### config.mk
export PLATFORM = sky130hd
export DESIGN_NAME = acb_reg_bank
export DESIGN_NICKNAME = d
export VERILOG_FILES = /design/src/acb_pkg.sv /design/src/acb_reg_bank.sv
export VERILOG_INCLUDE_DIRS = /design/src
export SDC_FILE = /design/constraint.sdc
export NUM_CORES = 1
export LEC_CHECK = 0
export ABC_AREA = 0
export BUFFER_PORTS_ARGS = -buffer_cell sky130_fd_sc_hd__buf_4
export CAP_MARGIN = 10
export CORE_UTILIZATION = 54
export DETAILED_ROUTE_END_ITERATION = 16
export PLACE_DENSITY = 0.76
export SYNTH_ARGS = -nofsm -noshare
export SYNTH_HDL_FRONTEND = slang
export SYNTH_SLANG_ARGS = --single-unit
### constraint.sdc
create_clock -name i_core_clk -period 8.85 [get_ports i_core_clk]
set_input_delay 1.3275 -clock i_core_clk [delete_from_list [all_inputs] [get_ports i_core_clk]]
set_output_delay 1.3275 -clock i_core_clk [all_outputs]
set_load 0.01 [all_outputs]
### src/acb_consts.svh
/*
 * constants for the converter configuration register bank: offsets,
 * field positions, encodings and reset values.
 * assumes inclusion by bare name from the package and the design file.
 */
`ifndef ACB_CONSTS_SVH
`define ACB_CONSTS_SVH

// register offsets, bank 1 (main map)
`define ACB_OFF_LANE_AVG_PWR   8'hC0
`define ACB_OFF_REF_RATE       8'hC1
`define ACB_OFF_AVG_CHIP_PWR   8'hC4
`define ACB_OFF_LANE_CLK_EXTRA 8'hC5
`define ACB_OFF_STARTUP_A      8'hF4
`define ACB_OFF_STARTUP_B      8'hF6
`define ACB_OFF_DDC_CTRL       8'hFB
`define ACB_OFF_OSC_PH_LO      8'hFC
`define ACB_OFF_OSC_MID        8'hFD
`define ACB_OFF_OSC_FR_HI      8'hFE
// register offsets, bank 2
`define ACB_OFF_B2_STARTUP_E   8'h0A
`define ACB_OFF_B2_STARTUP_C   8'h12
`define ACB_OFF_B2_STARTUP_D   8'h13
`define ACB_OFF_B2_LOW_CLK     8'h1C
// bank select, lane setting and status (own map, decoded in either bank)
`define ACB_OFF_BANK_SEL       8'h00
`define ACB_OFF_LANE_CFG       8'h01
`define ACB_OFF_STATUS         8'h02

`define ACB_RST_VAL            16'h0000

// field positions
`define ACB_CHPD_LSB           0
`define ACB_AVG_CLK_LSB        7
`define ACB_AVG_A_LSB          10
`define ACB_LANE_CLK_A_BIT     12
`define ACB_REF_SEL_BIT        11
`define ACB_RATE_BIT           8
`define ACB_LANE_CLK_B_BIT     0
`define ACB_AVG_B_LSB          4
`define ACB_AVG_C_BIT          1
`define ACB_CHIP_PD_BIT        0
`define ACB_LANE_CLK_C_BIT     9
`define ACB_LOW_CLK_LSB        2
`define ACB_INIT_A_BIT         1
`define ACB_INIT_B_BIT         1
`define ACB_SYNC_MODE_BIT      3
`define ACB_XOR_SRC_BIT        2
`define ACB_HI_CLK_BIT         1
`define ACB_DDC_EN_BIT         0
`define ACB_BYTE_HI_LSB        8
`define ACB_LANE_LSB           0
`define ACB_XOR_EN_BIT         3

// averaging setup values that together switch averaging on
`define ACB_AVG_A_ON           2'h1
`define ACB_AVG_B_ON           2'h2

// channel power-down encodings
`define ACB_CHPD_NONE          2'h0
`define ACB_CHPD_A             2'h1
`define ACB_CHPD_B             2'h2
`define ACB_CHPD_BOTH          2'h3

`endif

### src/acb_pkg.sv
/*
 * types for the converter configuration register bank.
 * assumes acb_consts.svh is on the include path.
 */
package acb_pkg;
    `include "acb_consts.svh"

    typedef logic [15:0] acb_word_t;
    typedef logic [7:0]  acb_addr_t;

    // output lane layout chosen by the lane setting
    typedef enum logic [2:0]
    {
        ACB_LANE_SEP_20  = 3'b000,
        ACB_LANE_SEP_24  = 3'b010,
        ACB_LANE_ONE_20  = 3'b101,
        ACB_LANE_ONE_24  = 3'b111
    } acb_lane_e;
endpackage

### src/acb_reg_bank.sv
/*
 * configuration register bank of a dual-channel sampling converter:
 * 16-bit registers in two banks, read/write except status, with decoded control outputs
 * for power, reference, data rate, lanes, xor output and the mixer.
 * assumes a single-cycle register port synchronous to i_core_clk, and
 * that the converter core reads the control outputs as levels.
 */
`timescale 1ns/1ps
`include "acb_consts.svh"

module acb_reg_bank
    import acb_pkg::*;
#(
    parameter int NUM_REGS = 17
)
(
    input  wire logic        i_core_clk,
    input  wire logic        i_arst_n,
    input  wire logic [7:0]  i_addr,
    input  wire logic [15:0] i_wdata,
    input  wire logic        i_wr,
    input  wire logic        i_rd,
    output logic      [15:0] o_rdata,
    input  wire logic        i_conv_a_valid,
    input  wire logic        i_conv_b_valid,
    output logic             o_conv_a_valid,
    output logic             o_conv_b_valid,
    output logic             o_adc_a_pd,
    output logic             o_adc_b_pd,
    output logic             o_chip_pd,
    output logic             o_int_ref_en,
    output logic             o_sdr_mode,
    output logic      [2:0]  o_averaging_output_clock_cfg,
    output logic      [1:0]  o_lane_count,
    output logic             o_lane_24bit,
    output logic             o_lane_clock_sel_a,
    output logic             o_lane_clock_sel_b,
    output logic             o_lane_clock_sel_c,
    output logic      [1:0]  o_low_rate_variant_clock,
    output logic             o_high_rate_variant_clock,
    output logic             o_avg_enabled,
    output logic             o_init_active,
    output logic             o_xor_en,
    output logic             o_xor_with_lsb,
    output logic             o_oscillator_sync_mode,
    output logic             o_downconverter_enable,
    output logic      [23:0] o_oscillator_phase_word,
    output logic      [23:0] o_oscillator_frequency_word
);

    ////////////////////////////////////////////////////////////////////////
    // reset synchroniser
    logic rst_meta_q;
    logic rst_n_q;

    // release is synchronised, assertion stays asynchronous
    always_ff @(posedge i_core_clk or negedge i_arst_n)
    begin
        if (!i_arst_n)
        begin
            rst_meta_q <= 1'b0;
            rst_n_q    <= 1'b0;
        end
        else
        begin
            rst_meta_q <= 1'b1;
            rst_n_q    <= rst_meta_q;
        end
    end

    ////////////////////////////////////////////////////////////////////////
    // address decode
    localparam int IX_LAP = 0;
    localparam int IX_RR  = 1;
    localparam int IX_ACP = 2;
    localparam int IX_LCE = 3;
    localparam int IX_SA  = 4;
    localparam int IX_SB  = 5;
    localparam int IX_DDC = 6;
    localparam int IX_PL  = 7;
    localparam int IX_PFM = 8;
    localparam int IX_FH  = 9;
    localparam int IX_B2E = 10;
    localparam int IX_B2C = 11;
    localparam int IX_B2D = 12;
    localparam int IX_B2L = 13;
    localparam int IX_BSL = 14;
    localparam int IX_LAN = 15;
    localparam int IX_STA = 16;

    acb_word_t regs_q [NUM_REGS];
    logic      bank2_sel;

    // map an address to a register index; bank 2 offsets need bank select
    function automatic logic [5:0] reg_index(input acb_addr_t a, input logic b2);
        logic [5:0] ix;
        ix = 6'h3F;
        if (a == `ACB_OFF_BANK_SEL)            ix = 6'(IX_BSL);
        else if (a == `ACB_OFF_LANE_CFG)       ix = 6'(IX_LAN);
        else if (a == `ACB_OFF_STATUS)         ix = 6'(IX_STA);
        else if (b2)
        begin
            case (a)
                `ACB_OFF_B2_STARTUP_E: ix = 6'(IX_B2E);
                `ACB_OFF_B2_STARTUP_C: ix = 6'(IX_B2C);
                `ACB_OFF_B2_STARTUP_D: ix = 6'(IX_B2D);
                `ACB_OFF_B2_LOW_CLK:   ix = 6'(IX_B2L);
                default:               ix = 6'h3F;
            endcase
        end
        else
        begin
            case (a)
                `ACB_OFF_LANE_AVG_PWR:   ix = 6'(IX_LAP);
                `ACB_OFF_REF_RATE:       ix = 6'(IX_RR);
                `ACB_OFF_AVG_CHIP_PWR:   ix = 6'(IX_ACP);
                `ACB_OFF_LANE_CLK_EXTRA: ix = 6'(IX_LCE);
                `ACB_OFF_STARTUP_A:      ix = 6'(IX_SA);
                `ACB_OFF_STARTUP_B:      ix = 6'(IX_SB);
                `ACB_OFF_DDC_CTRL:       ix = 6'(IX_DDC);
                `ACB_OFF_OSC_PH_LO:      ix = 6'(IX_PL);
                `ACB_OFF_OSC_MID:        ix = 6'(IX_PFM);
                `ACB_OFF_OSC_FR_HI:      ix = 6'(IX_FH);
                default:                 ix = 6'h3F;
            endcase
        end
        return ix;
    endfunction

    wire logic [5:0] wr_ix  = reg_index(i_addr, bank2_sel);
    wire logic [5:0] rd_ix  = reg_index(i_addr, bank2_sel);
    wire logic       rd_hit = (rd_ix < 6'(NUM_REGS));
    assign bank2_sel = regs_q[IX_BSL][0];

    ////////////////////////////////////////////////////////////////////////
    // storage; status is read-only and ignores writes
    genvar g;
    generate
        for (g = 0; g < NUM_REGS; g++)
        begin : g_reg
            if (g == IX_STA)
            begin : g_ro
                always_ff @(posedge i_core_clk or negedge rst_n_q)
                begin
                    if (!rst_n_q)
                        regs_q[g] <= `ACB_RST_VAL;
                    else
                        regs_q[g] <= {11'h000, o_init_active, o_avg_enabled, o_chip_pd,
                                      o_adc_b_pd, o_adc_a_pd};
                end
            end
            else
            begin : g_rw
                // new value takes effect the edge after the write
                always_ff @(posedge i_core_clk or negedge rst_n_q)
                begin
                    if (!rst_n_q)
                        regs_q[g] <= `ACB_RST_VAL;
                    else if (i_wr && wr_ix == 6'(g))
                        regs_q[g] <= i_wdata;
                end
            end
        end
    endgenerate

    // read data valid only in the cycle after the strobe; unmapped reads zero
    always_ff @(posedge i_core_clk or negedge rst_n_q)
    begin
        if (!rst_n_q)
            o_rdata <= `ACB_RST_VAL;
        else if (i_rd && rd_hit)
            o_rdata <= regs_q[rd_ix[4:0]];
        else
            o_rdata <= `ACB_RST_VAL;
    end

    ////////////////////////////////////////////////////////////////////////
    // field decode
    wire logic [1:0] chpd = regs_q[IX_LAP][`ACB_CHPD_LSB +: 2];
    wire logic [1:0] avg_a = regs_q[IX_LAP][`ACB_AVG_A_LSB +: 2];
    wire logic [1:0] avg_b = regs_q[IX_ACP][`ACB_AVG_B_LSB +: 2];
    wire logic       avg_c = regs_q[IX_ACP][`ACB_AVG_C_BIT];
    wire logic [2:0] lane  = regs_q[IX_LAN][`ACB_LANE_LSB +: 3];

    // channel power-down decode
    assign o_adc_a_pd = (chpd == `ACB_CHPD_A) || (chpd == `ACB_CHPD_BOTH) || o_chip_pd;
    assign o_adc_b_pd = (chpd == `ACB_CHPD_B) || (chpd == `ACB_CHPD_BOTH) || o_chip_pd;
    assign o_chip_pd  = regs_q[IX_ACP][`ACB_CHIP_PD_BIT];

    // gate results of a stopped channel; chip power-down stops both
    assign o_conv_a_valid = i_conv_a_valid && !o_adc_a_pd;
    assign o_conv_b_valid = i_conv_b_valid && !o_adc_b_pd;

    assign o_int_ref_en = !regs_q[IX_RR][`ACB_REF_SEL_BIT];
    assign o_sdr_mode   = regs_q[IX_RR][`ACB_RATE_BIT];
    assign o_averaging_output_clock_cfg = regs_q[IX_LAP][`ACB_AVG_CLK_LSB +: 3];

    // lane layout: low bit clear gives two lanes, only settings 010 and 111 give 24 bits
    assign o_lane_count = (lane == ACB_LANE_ONE_20 || lane == ACB_LANE_ONE_24) ? 2'h1 : 2'h2;
    assign o_lane_24bit = (lane == ACB_LANE_SEP_24 || lane == ACB_LANE_ONE_24);

    // clock configuration bits are passed on as written
    assign o_lane_clock_sel_a        = regs_q[IX_LAP][`ACB_LANE_CLK_A_BIT];
    assign o_lane_clock_sel_b        = regs_q[IX_RR][`ACB_LANE_CLK_B_BIT];
    assign o_lane_clock_sel_c        = regs_q[IX_LCE][`ACB_LANE_CLK_C_BIT];
    assign o_low_rate_variant_clock  = regs_q[IX_LCE][`ACB_LOW_CLK_LSB +: 2];
    assign o_high_rate_variant_clock = regs_q[IX_DDC][`ACB_HI_CLK_BIT];

    // averaging active only for the full 1,2,1 setup
    assign o_avg_enabled = (avg_a == `ACB_AVG_A_ON) && (avg_b == `ACB_AVG_B_ON) && avg_c;

    // startup sequence seen as open when bit 1 of startup A or B, or any bit of a bank 2 startup register, is set
    assign o_init_active = regs_q[IX_SA][`ACB_INIT_A_BIT] | regs_q[IX_SB][`ACB_INIT_B_BIT]
                         | (|regs_q[IX_B2C]) | (|regs_q[IX_B2D]) | (|regs_q[IX_B2E]);

    // xor output: enable in lane register, source in mixer control
    assign o_xor_en       = regs_q[IX_LAN][`ACB_XOR_EN_BIT];
    assign o_xor_with_lsb = regs_q[IX_DDC][`ACB_XOR_SRC_BIT];

    assign o_oscillator_sync_mode = regs_q[IX_DDC][`ACB_SYNC_MODE_BIT];
    assign o_downconverter_enable = regs_q[IX_DDC][`ACB_DDC_EN_BIT];

    // oscillator words assembled across register boundaries
    assign o_oscillator_phase_word     = {regs_q[IX_PFM][`ACB_BYTE_HI_LSB-1:0], regs_q[IX_PL]};
    assign o_oscillator_frequency_word = {regs_q[IX_FH], regs_q[IX_PFM][15:`ACB_BYTE_HI_LSB]};

endmodule

==> impl_metrics.ini <==
[sta]
setup_tns_ns = 0
final_hold_viol_count = 0
tightest_slew_ns = 1.21
period_share_pct = 46.1
grt_setup_unrepaired = false
setup_violations = 0
fin_crit_ns = 4.08
drv_slew = 0
fin_worst_skew_ns = 0.0189
slew_headroom_pct = 19.1
clock.fmax_mhz = 245

[cells_and_area]
syn2layout_area_growth_pct = 10.7
drive_gt1_share_pct = 35.3
final_core_util_pct = 61.4
antenna_cells = 0
finalNetCount = 1125

[clock_network]
cts_tree = done
numCtsBuffers = 29
root_buffer = clkbuf_16
clkSinkCount = 279
clock_path_buffers = 3
path_clk_slew_ns = 0.06
postCtsHoldBufs = 0
h-tree-depth = 1
cts_resized = 0
insertion_delay_ns = 0.56
cts_setup_buffers = 0

[run_status]
status = completed

[synth]
synth.area.top_cells = dfrtp_1 50%, mux2_2 11%, mux2_1 8.9%
ys_types = 66
synthCells = 1067
syn_nets = 1097
async_flop_share_pct = 100
synth_commonest_cells = 279 x dfrtp_1, 139 x mux2_2, 111 x mux2_1
yosys_warnings = 0
avgSynthCellArea_um2 = 13.2
synth-simple-area-share_pct = 6.91
synth_top_area_share_pct = 49.5
ys.flop_type = dfrtp_1
synthMuxAreaShare_pct = 32.1
synth_edf_count = 0
ys_ff_latch = 279
synth-compound-area-share_pct = 4.93
synth_top_family_by_area = multiplexers
ys_seq_area_share_pct = 49.5
synth.most_common_cell = dfrtp_1
synthXorXnorAreaFrac_pct = 0.0621
synth_top_cell_by_area = dfrtp_1
mappedNetlistArea_um2 = 14100
yosys.area_share.adder_pct = 0.0710

[placed_design]
io_buffers = 118
dp_hpwl_um = 21100
place_congestion = 0.892

[drt]
dr.pass1.iters = 5
post-route-drc-count = 0
ant_nets = 0
drt-total-wl_um = 32400
viasPerCell = 5.98
vias = 8651
drtIter0Drc = 700
wl_per_cell_um = 22.4

[global_routing]
antenna_found_initial = 0
grt_pass1_vias = 8807
grt_pass1_wl_um = 51100
overflow = 0
grt_max_degree = 158
grt_use_total_pct = 24.9

[setup_path]
critical_path_class = input pin to flop
cp.required_ns = 9.29
worstPathArrival_ns = 4.52
setup.worst_path.start_class = input pin
cp_max_fo = 126
end_kind = flop

[power_and_ir_drop]
cellPowerDensity_nw_per_um2 = 178
power_w = 0.00278
ir_drop_mv = 0.127
p_leak_nw = 8.23

[floorplan]
initial_core_util_pct = 55.5
die_w_um = 164
num_rows = 58
coreArea_um2 = 25400
io_pins = 119
die_area_um2 = 26800
die_h_um = 164

[job]
maxCapViolCount = 0

[hold_path]
min_path_type = flop to flop
critical path: stages:
cell and delay [ns]:
buf_4 0.13, or3_4 0.42, nor4b_4 0.44, a22oi_1 0.22
o21ai_4 0.12, buf_12 0.60, nor2_2 0.22, nand2_2 0.53
mux2_2 0.40
cells in the final DEF (no fill, tap or decap), types with 3 or more instances in the layout:
master | Yosys | routed
nand4_1 | 15 | 15
mux2_2 | 139 | 139
nor2_4 | 3 | 3
mux2_1 | 111 | 111
o31ai_1 | 5 | 5
nor4_1 | 15 | 15
clkbuf_1 | 30 | 7
and3_1 | 3 | 3
a22oi_1 | 3 | 3
dfrtp_1 | 279 | 278
a31oi_1 | 3 | 3
nand2_1 | 63 | 63
o22ai_1 | 4 | 4
clkinv_2 | 0 | 5
clkbuf_8 | 0 | 7
inv_1 | 7 | 7
clkbuf_16 | 0 | 29
nor2b_1 | 4 | 4
buf_4 | 70 | 122
mux2i_1 | 98 | 98
mux2_4 | 49 | 49
nand2_2 | 6 | 6
o21ai_0 | 5 | 5
nand2_4 | 12 | 12
nand3_1 | 5 | 5
nor2_1 | 14 | 14
a21oi_1 | 7 | 7
o211ai_1 | 44 | 44
bufinv_16 | 0 | 3
cell families (layout without fill, tap and decap cells):
| family | Yosys count | in the layout |
|---|---|---|
| multiplexers | 397 | 397 |
| flip-flops | 279 | 279 |
| AND/OR/NAND/NOR | 165 | 165 |
| buffers and inverters | 134 | 183 |
| AO/OA/AOI/OAI | 89 | 89 |
| adder cells (fa/ha/maj) | 1 | 1 |
| other | 1 | 1 |
| XOR/XNOR | 1 | 1 |
final timing paths:
kind                                               endpoint  startpoint  slack (ns)  depth (start not counted)
worst max-delay path                            regs_q[239]   i_addr[5]        4.77                          9
worst min-delay path                                rst_n_q  rst_meta_q        0.35                          0
worst max register to register                  regs_q[261]   bank2_sel        5.52                          7
worst min register to register                      rst_n_q  rst_meta_q        0.35                          0
max in group asynchronous                       regs_q[192]     rst_n_q        7.15                          1
min in group asynchronous       o_oscillator_phase_word[14]     rst_n_q        0.37                          0
registers in the layout, summed over array words and instances, names as in the netlist, 3 cells and up:
name / count
o_averaging_output_clock_cfg: 3
o_rdata: 16
o_oscillator_frequency_word: 24
regs_q: 187
lane: 3
o_oscillator_phase_word: 24
per-stage QoR:
stage / setup WS (ns) / hold slack [ns] / cells / area, um2
after floorplan: 0.499 / 0.331 / 1067 / 14100
after global placement: 4.28 / 0.337 / 1394 / 14600
after detailed placement: 4.25 / 0.335 / 1394 / 14600
after CTS: 4.81 / 0.349 / 1446 / 15600
after global routing: 4.62 / 0.357 / 1446 / 15600
final: 4.77 / 0.347 / 1446 / 15600
cell type report:
type / instances / area, um2
fillers: 2016 / 9800
flip-flops and latches: 279 / 6990
multi-input cells: 654 / 6230
repair buffers: 124 / 956
clock buffers: 43 / 848
well taps: 330 / 413
clock inverters: 9 / 135
inverters: 7 / 26.3
metal layers:
| layer | up-vias | global-route usage (%) | share of wire [%] |
|---|---|---|---|
| met3 | 31 | 3.53 | 5.1 |
| met4 | 0 | 4.38 | 1.0 |
| li1 | 3875 | - | - |
| met2 | 224 | 39.0 | 47 |
| met1 | 4521 | 37.0 | 47 |
| met5 | - | 0 | 0 |
power by group:
| group | switching (W) | internal, W | total, W | leakage (nW) |
|---|---|---|---|---|
| combinational | 0.000114 | 0.0000799 | 0.000194 | 3.88 |
| sequential | 0.0000290 | 0.00131 | 0.00134 | 3.87 |
| clock | 0.000498 | 0.000749 | 0.00125 | 0.488 |
| total | 0.000641 | 0.00214 | 0.00278 | 8.23 |
No activity file was read; power rests on OpenSTA's default activity.
